<file path="src/design/attr_pkg.sv">
// Purpose: shared constants and types for the transfer attribute decoder pair
// Assumes: seven-bit protection attribute travels with the address phase
// Notes:   bit positions, reset values and type codes live here; checker and test repeat some as literals
package attr_pkg;

  localparam int unsigned ATTR_W     = 7;
  localparam int unsigned BIT_DATA   = 0;
  localparam int unsigned BIT_PRIV   = 1;
  localparam int unsigned BIT_BUF    = 2;
  localparam int unsigned BIT_MOD    = 3;
  localparam int unsigned BIT_LOOKUP = 4;
  localparam int unsigned BIT_ALLOC  = 5;
  localparam int unsigned BIT_SHARE  = 6;

  // Safe value for a manager without accurate knowledge: privileged data
  localparam logic [6:0] ATTR_RST     = 7'h03;
  // Legacy four-bit form with extended types off: Device-nE privileged data
  localparam logic [6:0] ATTR_DEFAULT = 7'h03;

  typedef enum logic [2:0] {
    MT_DEV_NE = 3'h0,
    MT_DEV_E  = 3'h1,
    MT_NORM_NC = 3'h2,
    MT_WT     = 3'h3,
    MT_WB     = 3'h4,
    MT_ILLEGAL = 3'h7
  } mem_type_e;

  typedef logic [ATTR_W-1:0] attr_t;

endpackage

</file>
<file path="src/design/attr_if.sv">
// Purpose: address-phase attribute carrier between manager and subordinate
// Assumes: single clock, attribute sampled with a valid address phase
// Notes:   one modport for each end
`timescale 1ns/1ps
`default_nettype none
interface attr_if;
  logic              valid;
  logic [6:0]        prot;
  logic              burst_cont;
  modport mgr (output valid, output prot, output burst_cont);
  modport sub (input valid, input prot, input burst_cont);
endinterface
`default_nettype wire

</file>
<file path="src/design/attr_decoder.sv">
// Purpose: subordinate end that classifies and checks the protection attribute
// Assumes: attribute valid in the cycle that valid is high
// Notes:   all outputs registered, one cycle after the address phase
`timescale 1ns/1ps
`default_nettype none
module attr_decoder (
  // Clock and reset
  input  wire logic       REF_CLK,
  input  wire logic       RSTN,
  // Property strap
  input  wire logic       EXT_TYPES,
  // Bus side
  attr_if.sub             bus,
  // Decoded attribute
  output logic            XFER_VALID,
  output logic            IS_DATA,
  output logic            IS_PRIV,
  output logic [2:0]      MEM_TYPE,
  output logic            SHAREABLE,
  output logic            ALLOC_HINT,
  output logic            EARLY_RESP_OK,
  output logic            MAY_MODIFY,
  output logic            NEED_LOOKUP,
  output logic            WAIT_VISIBLE,
  output logic            ATTR_ERR,
  output logic            BURST_ERR
);

  typedef struct packed {
    logic       vld;
    logic       data;
    logic       priv;
    logic [2:0] mtype;
    logic       share;
    logic       alloc;
    logic       early;
    logic       modify;
    logic       lookup;
    logic       visible;
    logic       err;
    logic       berr;
    logic [6:0] held;
  } dstate_s;

  dstate_s s_q;
  dstate_s s_d;

  // Idle values; data and privilege follow the safe manager attribute
  localparam dstate_s RST_STATE = '{
    vld:     1'b0,
    data:    attr_pkg::ATTR_RST[attr_pkg::BIT_DATA],
    priv:    attr_pkg::ATTR_RST[attr_pkg::BIT_PRIV],
    mtype:   attr_pkg::MT_DEV_NE,
    share:   1'b0,
    alloc:   1'b0,
    early:   1'b0,
    modify:  1'b0,
    lookup:  1'b0,
    visible: 1'b0,
    err:     1'b0,
    berr:    1'b0,
    held:    attr_pkg::ATTR_RST
  };

  // Permitted rows of bits 6..2 as value and care mask; shareable is a
  // don't-care on the Device rows because receivers ignore it there
  localparam int unsigned N_ROWS = 5;
  localparam logic [4:0] ROW_VAL [N_ROWS] = '{
    5'h00, // Device-nE
    5'h01, // Device-E
    5'h02, // Normal Non-cacheable
    5'h06, // Write-through
    5'h07  // Write-back
  };
  localparam logic [4:0] ROW_CARE [N_ROWS] = '{
    5'h0F, 5'h0F, 5'h0F, 5'h07, 5'h07
  };

  // Classify bits 6..2 into a memory type
  function automatic attr_pkg::mem_type_e classify(input logic [4:0] t);
    attr_pkg::mem_type_e m;
    m = attr_pkg::MT_ILLEGAL;
    unique casez (t)
      5'b?0000: m = attr_pkg::MT_DEV_NE;
      5'b?0001: m = attr_pkg::MT_DEV_E;
      5'b?0010: m = attr_pkg::MT_NORM_NC;
      5'b??110: m = attr_pkg::MT_WT;
      5'b??111: m = attr_pkg::MT_WB;
      default:  m = attr_pkg::MT_ILLEGAL;
    endcase
    return m;
  endfunction

  // Table walk kept apart from classify, so a slip in one shows up
  function automatic logic permitted(input logic [4:0] t);
    logic hit;
    hit = 1'b0;
    for (int r = 0; r < N_ROWS; r++) begin
      hit = hit | ((t & ROW_CARE[r]) == ROW_VAL[r]);
    end
    return hit;
  endfunction

  // Four-bit form: a modifiable transfer stands for a cached one
  function automatic logic legacy_cached(input logic ext, input logic modifiable);
    return !ext && modifiable;
  endfunction

  function automatic logic is_device(input attr_pkg::mem_type_e m);
    return (m == attr_pkg::MT_DEV_NE) || (m == attr_pkg::MT_DEV_E);
  endfunction

  // Write-through stays strict even though a cache could answer early
  function automatic logic early_ok(input logic bufferable, input attr_pkg::mem_type_e m);
    return bufferable &&
           (m != attr_pkg::MT_DEV_NE) && (m != attr_pkg::MT_NORM_NC);
  endfunction

  logic [6:0]          eff;
  attr_pkg::mem_type_e mt;
  logic                is_dev;
  logic                cached;
  logic                f_data;
  logic                f_priv;
  logic                f_buf;
  logic                f_mod;
  logic                f_look;
  logic                f_alloc;
  logic                f_share;

  always_comb begin
    // Without the property the upper bits are not carried
    eff     = EXT_TYPES ? bus.prot : {3'h0, bus.prot[3:0]};
    f_data  = eff[attr_pkg::BIT_DATA];
    f_priv  = eff[attr_pkg::BIT_PRIV];
    f_buf   = eff[attr_pkg::BIT_BUF];
    f_mod   = eff[attr_pkg::BIT_MOD];
    f_look  = eff[attr_pkg::BIT_LOOKUP];
    f_alloc = eff[attr_pkg::BIT_ALLOC];
    f_share = eff[attr_pkg::BIT_SHARE];
    cached  = legacy_cached(EXT_TYPES, f_mod);
    mt      = classify(eff[6:2]);
    // Legacy four-bit form cannot name lookup, so map it
    if (cached) begin
      mt = f_buf ? attr_pkg::MT_WB : attr_pkg::MT_WT;
    end
    is_dev = is_device(mt);

    s_d      = s_q;
    s_d.vld  = bus.valid;
    s_d.berr = 1'b0;
    s_d.err  = 1'b0;
    if (bus.valid) begin
      s_d.data  = f_data;
      s_d.priv  = f_priv;
      s_d.mtype = mt;
      // Shareable ignored for Device
      s_d.share   = f_share && !is_dev;
      s_d.visible = f_share && !is_dev;
      s_d.alloc   = f_alloc && !is_dev;
      s_d.early   = early_ok(f_buf, mt);
      s_d.modify  = f_mod;
      s_d.lookup  = f_look || cached;
      // Only the extended form can carry an illegal row
      s_d.err     = EXT_TYPES && !permitted(eff[6:2]);
      // A burst beat must carry the previous valid beat's attribute
      s_d.berr    = bus.burst_cont && (bus.prot != s_q.held);
      s_d.held    = bus.prot;
    end
  end

  always_ff @(posedge REF_CLK) begin
    if (!RSTN) begin
      s_q <= RST_STATE;
    end else begin
      s_q <= s_d;
    end
  end

  assign XFER_VALID    = s_q.vld;
  assign IS_DATA       = s_q.data;
  assign IS_PRIV       = s_q.priv;
  assign MEM_TYPE      = s_q.mtype;
  assign SHAREABLE     = s_q.share;
  assign ALLOC_HINT    = s_q.alloc;
  assign EARLY_RESP_OK = s_q.early;
  assign MAY_MODIFY    = s_q.modify;
  assign NEED_LOOKUP   = s_q.lookup;
  assign WAIT_VISIBLE  = s_q.visible;
  assign ATTR_ERR      = s_q.err;
  assign BURST_ERR     = s_q.berr;

endmodule // attr_decoder
`default_nettype wire

</file>
<file path="src/flat_wrapper.sv">
// flat-port wrapper written by rule: the top's interface ports become plain ports
module attr_decoder_flat 
  (REF_CLK, RSTN, EXT_TYPES, XFER_VALID, IS_DATA, IS_PRIV, MEM_TYPE, SHAREABLE, ALLOC_HINT, EARLY_RESP_OK, MAY_MODIFY, NEED_LOOKUP, WAIT_VISIBLE, ATTR_ERR, BURST_ERR, bus_valid, bus_prot, bus_burst_cont);
  attr_if bus_i ();
  input  wire logic REF_CLK;
  input  wire logic RSTN;
  input  wire logic EXT_TYPES;
  output logic XFER_VALID;
  output logic IS_DATA;
  output logic IS_PRIV;
  output logic [2:0] MEM_TYPE;
  output logic SHAREABLE;
  output logic ALLOC_HINT;
  output logic EARLY_RESP_OK;
  output logic MAY_MODIFY;
  output logic NEED_LOOKUP;
  output logic WAIT_VISIBLE;
  output logic ATTR_ERR;
  output logic BURST_ERR;
  input wire logic [$bits(bus_i.valid)-1:0] bus_valid;
  input wire logic [$bits(bus_i.prot)-1:0] bus_prot;
  input wire logic [$bits(bus_i.burst_cont)-1:0] bus_burst_cont;
  assign bus_i.valid = bus_valid;
  assign bus_i.prot = bus_prot;
  assign bus_i.burst_cont = bus_burst_cont;
  attr_decoder u_core (.REF_CLK(REF_CLK), .RSTN(RSTN), .EXT_TYPES(EXT_TYPES), .bus(bus_i), .XFER_VALID(XFER_VALID), .IS_DATA(IS_DATA), .IS_PRIV(IS_PRIV), .MEM_TYPE(MEM_TYPE), .SHAREABLE(SHAREABLE), .ALLOC_HINT(ALLOC_HINT), .EARLY_RESP_OK(EARLY_RESP_OK), .MAY_MODIFY(MAY_MODIFY), .NEED_LOOKUP(NEED_LOOKUP), .WAIT_VISIBLE(WAIT_VISIBLE), .ATTR_ERR(ATTR_ERR), .BURST_ERR(BURST_ERR));
endmodule
</file>
<file path="config.mk">
export PLATFORM = sky130hd
export DESIGN_NAME = attr_decoder_flat
export DESIGN_NICKNAME = d
export VERILOG_FILES = /design/src/design/attr_pkg.sv /design/src/design/attr_if.sv /design/src/design/attr_decoder.sv /design/src/flat_wrapper.sv
export SDC_FILE = /design/constraint.sdc
export NUM_CORES = 1
export LEC_CHECK = 0
export ABC_AREA = 0
export BUFFER_PORTS_ARGS = -buffer_cell sky130_fd_sc_hd__buf_4
export CAP_MARGIN = 30
export CORE_MARGIN = 8
export CORE_UTILIZATION = 48
export DETAILED_ROUTE_END_ITERATION = 16
export PLACE_DENSITY = 0.76
export SETUP_SLACK_MARGIN = 0.1
export SLEW_MARGIN = 10
export SYNTH_ARGS = -nofsm -noshare
export SYNTH_HDL_FRONTEND = slang
export SYNTH_SLANG_ARGS = --single-unit
</file>
<file path="constraint.sdc">
create_clock -name REF_CLK -period 1.3 [get_ports REF_CLK]
set_input_delay 0.13 -clock REF_CLK [delete_from_list [all_inputs] [get_ports REF_CLK]]
set_output_delay 0.13 -clock REF_CLK [all_outputs]
set_load 0.01 [all_outputs]
</file>
# After elaboration in Yosys (flattened, before gate mapping)
# Index checks and enable logic that the tools add are counted.
op_classes:
  eq_ne: 7
  n_mux: 4
  n_bitwise: 4
  n_reduce_logical: 17
ops:
  columns: ["cell", "count"]
  rows:
  - ["one-hot mux 3 bit (5 select lines)", 1]
  - ["logical AND 1 bit", 7]
  - ["two-way mux 7 bit", 1]
  - ["inequality test 7 bit", 1]
  - ["equality test 3 bit (second input constant)", 2]
  - ["two-way mux 3 bit", 2]
  - ["logical NOT 5 bit", 1]
  - ["equality test 4 x 1 -> 1 bit (second input constant)", 1]
  - ["equality test 4 x 2 -> 1 bit (second input constant)", 1]
  - ["logical NOT 4 bit", 1]
  - ["bitwise OR 1 bit", 4]
  - ["equality test 3 x 1 -> 1 bit (second input constant)", 1]
  - ["logical NOT 1 bit", 3]
  - ["logical NOT 3 bit", 1]
  - ["inequality test 3 x 2 -> 1 bit (second input constant)", 1]
  - ["nonzero test 3 bit", 1]
  - ["logical OR 1 bit", 2]
  - ["AND reduction 2 bit", 1]
word_totals:
  ff_bits: 20
  inputBits: 12
  out_inout_bits: 14
  wordCells: 44

# Logic depth before layout (Yosys ltp)
depth:
  word_depth: 8
  ltp_mapped: 4
  ltp_nobuf: 3

# Least setup slack after synthesis
# OpenSTA, ideal clock, no wires.
synth_path:
  path_kind: "reg-to-reg"
  from: "register u_core.s_q[1] (netlist bit)"
  to: "register u_core.s_q, in the netlist u_core.BURST_ERR"
  setup_time_ns: 0.122
  arrival_time_ns: 0.879
  required_time_ns: 1.178
  slack_ns: 0.300
  path_stages_with_launch: 4
  n_path_buf: 0
  synth_period_minus_slack_ns: 1.000
  cell_sequence: "dfxtp_1 -> xnor2_1 -> nand4_1 -> o311a_1"
synth_between:
  elab_chain_cells: 2
synth_lines:
  columns: ["item", "line", "source"]
  rows:
  - ["start, declared", "attr_decoder.sv:45", "dstate_s s_q;"]
  - ["start signal, assigned", "attr_decoder.sv:174", "s_q <= RST_STATE;"]
  - ["start signal, assigned", "attr_decoder.sv:176", "s_q <= s_d;"]
  - ["inequality test 7 bit", "attr_decoder.sv:167", "s_d.berr = bus.burst_cont && (bus.prot != s_q.held);"]
  - ["logical AND 1 bit", "attr_decoder.sv:167", null]
# Every way passes these cells.
# A chain may end at the register's enable or synchronous reset.

# Worst setup path in the final report
layout_path:
  from: "register u_core.s_q[3] (netlist bit)"
  to: "register u_core.s_q, in the netlist u_core.BURST_ERR"
# Same word-level chain as after synthesis.

==> implementation parameters <==
Parameter                              Value

Place
  Worst Setup Slack post-DPL ... approximately 280 ps
  Final GP Congestion ... 0.688
  Detail Placement HPWL ... 1220 um
  Number of port buffers ... 25

Power and ir drop
  LEAKAGE ... about 0.00044 uW
  Maximum vdd ir drop ... 755 uV
  Power per unit of standard cell area ... 1050 nW/um^2

Setup path
  Critical Path Sink Type ... flip-flop
  Slowest cell on the critical path ... sky130_fd_sc_hd__dfxtp_1
  Series of cell instances along the critical path ... xnor2_1 -> nand4_1 -> o311a_1
  CP startpoint kind ... flip-flop
  CP Max Fanout ... 3
  Worst reg2reg path depth ... 3
  Kind of critical path ... flip-flop to flip-flop
  Worst Path Required ... 1490 ps
  Arrival time of the worst setup path ... 1220 ps
  CP peak stage delay ... 380 ps

Floorplan
  Site row count ... 15
  Core region area ... 1670 sq um
  Die X-Extent ... 57.5 um
  Die height ... 57.5 um
  Effective utilization at floorplan ... 0.496
  Die Area ... approximately 3300 sq um
  Total I/O pin count ... 26

Finish
  Area delta synth->final ... 19.8%
  Share of cells above drive strength 1 ... 0.286
  Final nets ... about 120
  Count of inserted antenna diode cells ... 0

Global route
  Global-route usage over all layers ... 0.103
  Met1 Resource Use GR ... 0.111
  Number of antenna violations at the first check in global routing ... 0
  Maximum number of pins on one net before global-route repair ... 22
  Global routing met3 resource utilization ... 0.0359
  Number of global-route vias before repair ... 635
  Overflow after GRT ... 0
  GR Util met2 ... 0.164
  Routing layer with the top usage in global route ... met2
  Wire length of the first global-routing pass ... 2730 um

Route
  TritonRoute pass-1 iters ... 2
  DRC ... 0
  Vias per Instance ... 5.06
  Vias after detailed routing ... ~600
  Post-route ant nets ... 0
  Detailed Route Iter0 Violations ... 2
  WL per Instance ... 13.0 um
  Wire length reported by the detailed router ... 1590 um

Min path
  Hold path depth ... 3
  Hold Crit Class ... input pin to flip-flop

Clock tree
  Setup Fix Bufs, Post-CTS ... 0
  Hold Buf Count CTS ... 0
  Clk buf depth ... 2
  Clock-pin transition on the worst setup and hold timing paths ... 100 ps
  Clk sink count ... 17
  TritonCTS clock tree ... yes
  Clock network latency to the later pin of the worst-skew pair ... 300 ps
  Quantity of gates resized following cts ... 0
  Root Driver ... sky130_fd_sc_hd__clkbuf_4
  Deepest level of the CTS H-tree ... 1
  Number of buffers added by the clock tree synthesis step ... 3

Timing
  Final Worst Setup Slack ... 273 ps
  Post-route minimum period ... 1030 ps
  Final Hold Fails ... 0
  Fraction of the cycle the final worst path needs ... 0.790
  Total of endpoints with negative setup slack in the final report ... 0
  Number of max-slew violations in the final report ... 0
  Setup repair after global routing missed its margin ... false
  Total Neg Setup Slack ... 0 ps
  Relative slew slack ... 0.853
  Maximum frequency from static timing analysis ... 973 MHz
  Slew at the pin closest to its max-slew limit ... 221 ps
  Worst setup skew after layout ... 4.56 ps

Synth
  Warning count from the yosys run ... 0
  Post-synth net total ... 98
  Sequential-to-total area share from yosys stat ... 0.411
  Flops & latches, synth ... 17
  Post-synthesis cell area ... 828 sq um
  Synth unique cells ... 27
  Post-Syn Instances ... 86
  Average footprint of a synthesized cell ... 9.63 sq um

Outcome
  Outcome ... finished, final reports clean

Run
  Maximum Capacitance Violations ... 0
[cell usage in the layout (no fill, tap or decap), drive strengths merged]
cell,instances
nand3,1
o211ai,1
nand2,6
and2,1
a31oi,1
a21oi,1
buf,25
nand4,2
nor3,1
nand3b,2
o311a,1
mux2i,6
xor2,1
nand2b,5
o211a,2
o21ai,4
or3,1
dfxtp,17
a21boi,6
clkbuf,4
o21a,1
nor2b,9
xnor2,6
nor2,1
[Yosys cell counts]
cell type / count / area (sq um)
sky130_fd_sc_hd__o211a_1: 2 / 20.0
sky130_fd_sc_hd__nor2b_1: 9 / 56.3
sky130_fd_sc_hd__nor3_1: 1 / 5.00
sky130_fd_sc_hd__nand4_1: 2 / 12.5
sky130_fd_sc_hd__o211ai_2: 1 / 12.5
sky130_fd_sc_hd__and2_1: 1 / 6.26
sky130_fd_sc_hd__buf_6: 2 / 22.5
sky130_fd_sc_hd__a21oi_1: 1 / 5.00
sky130_fd_sc_hd__a21boi_0: 3 / 22.5
sky130_fd_sc_hd__nor2_1: 1 / 3.75
sky130_fd_sc_hd__mux2i_1: 6 / 60.1
sky130_fd_sc_hd__or3_4: 1 / 11.3
sky130_fd_sc_hd__buf_2: 3 / 15.0
sky130_fd_sc_hd__xnor2_1: 6 / 52.6
sky130_fd_sc_hd__o21a_1: 1 / 7.51
sky130_fd_sc_hd__nand3_1: 1 / 5.00
sky130_fd_sc_hd__a31oi_1: 1 / 6.26
sky130_fd_sc_hd__nand3b_1: 2 / 15.0
sky130_fd_sc_hd__a21boi_1: 3 / 22.5
sky130_fd_sc_hd__o21ai_0: 4 / 20.0
sky130_fd_sc_hd__nand2b_1: 5 / 31.3
sky130_fd_sc_hd__dfxtp_1: 17 / 340
sky130_fd_sc_hd__clkbuf_1: 1 / 3.75
sky130_fd_sc_hd__xor2_1: 1 / 8.76
sky130_fd_sc_hd__o311a_1: 1 / 10.0
sky130_fd_sc_hd__buf_4: 4 / 30.0
sky130_fd_sc_hd__nand2_1: 6 / 22.5
[cell type report]
type / count / area, sq um
multi-input cells: 59 / 417
clock buffers: 4 / 26.3
flip-flops and latches: 17 / 340
repair buffers: 25 / 188
fillers: 156 / 678
well taps: 17 / 21.3
[worst paths after layout]
kind	from	end	slack, ps
worst max register to register	u_core.s_q[3]	u_core.BURST_ERR	270
worst min-delay path	bus_prot[0]	u_core.s_q[0]	60
worst max-delay path	u_core.s_q[3]	u_core.BURST_ERR	270
worst min register to register	u_core.MEM_TYPE[1]	u_core.MEM_TYPE[1]	480
[where the power goes]
group / internal [uW] / switching (uW) / leakage [uW]
Sequential: 550 / 16.6 / 0.000140
Combinational: 104 / 87.8 / 0.000283
Clock: 120 / 168 / 0.0000150
[worst max-delay path: cells and delay by family (launching register included)]
| family | cells | cell delay [ps] |
|---|---|---|
| xor+xnor | 1 | 140 |
| compound gates | 1 | 290 |
| simple gates | 1 | 110 |
| flops | 1 | 380 |
[flip-flops by register name, summed over array words and instances, names as in the netlist]
register	count
u_core.s_q	7
u_core.MEM_TYPE	3
u_core.ALLOC_HINT	1
u_core.ATTR_ERR	1
u_core.BURST_ERR	1
u_core.EARLY_RESP_OK	1
u_core.NEED_LOOKUP	1
u_core.SHAREABLE	1
u_core.XFER_VALID	1
[metal layers]
layer  vias up  wire, um
met5         -         0
met4         0        41
met3         5       107
met2        18       712
met1       267       725
li1        327         -
[cell families (layout without fill, tap and decap cells)]
kind of cell	after synthesis	after routing	share of synthesized area
AO/OA/AOI/OAI	17	17	0.153
XOR/XNOR	7	7	0.0740
buffers and inverters	10	29	0.0861
flip-flops	17	17	0.411
multiplexers	6	6	0.0725
AND/OR/NAND/NOR	29	29	0.204
[per-stage QoR]
step                cell area, sq um  utilization  instances  power [uW]  hold slack (ps)
global placement                 966        0.578        118         771              362
floorplan                        828            -         86         706              258
finish                           992        0.594        122        1050             58.4
detailed placement               966        0.578        118         775              366
CTS                              992        0.594        122        1060             54.9
global route                     992        0.594        122        1110             52.6
Power figures use the tool's default switching activity.
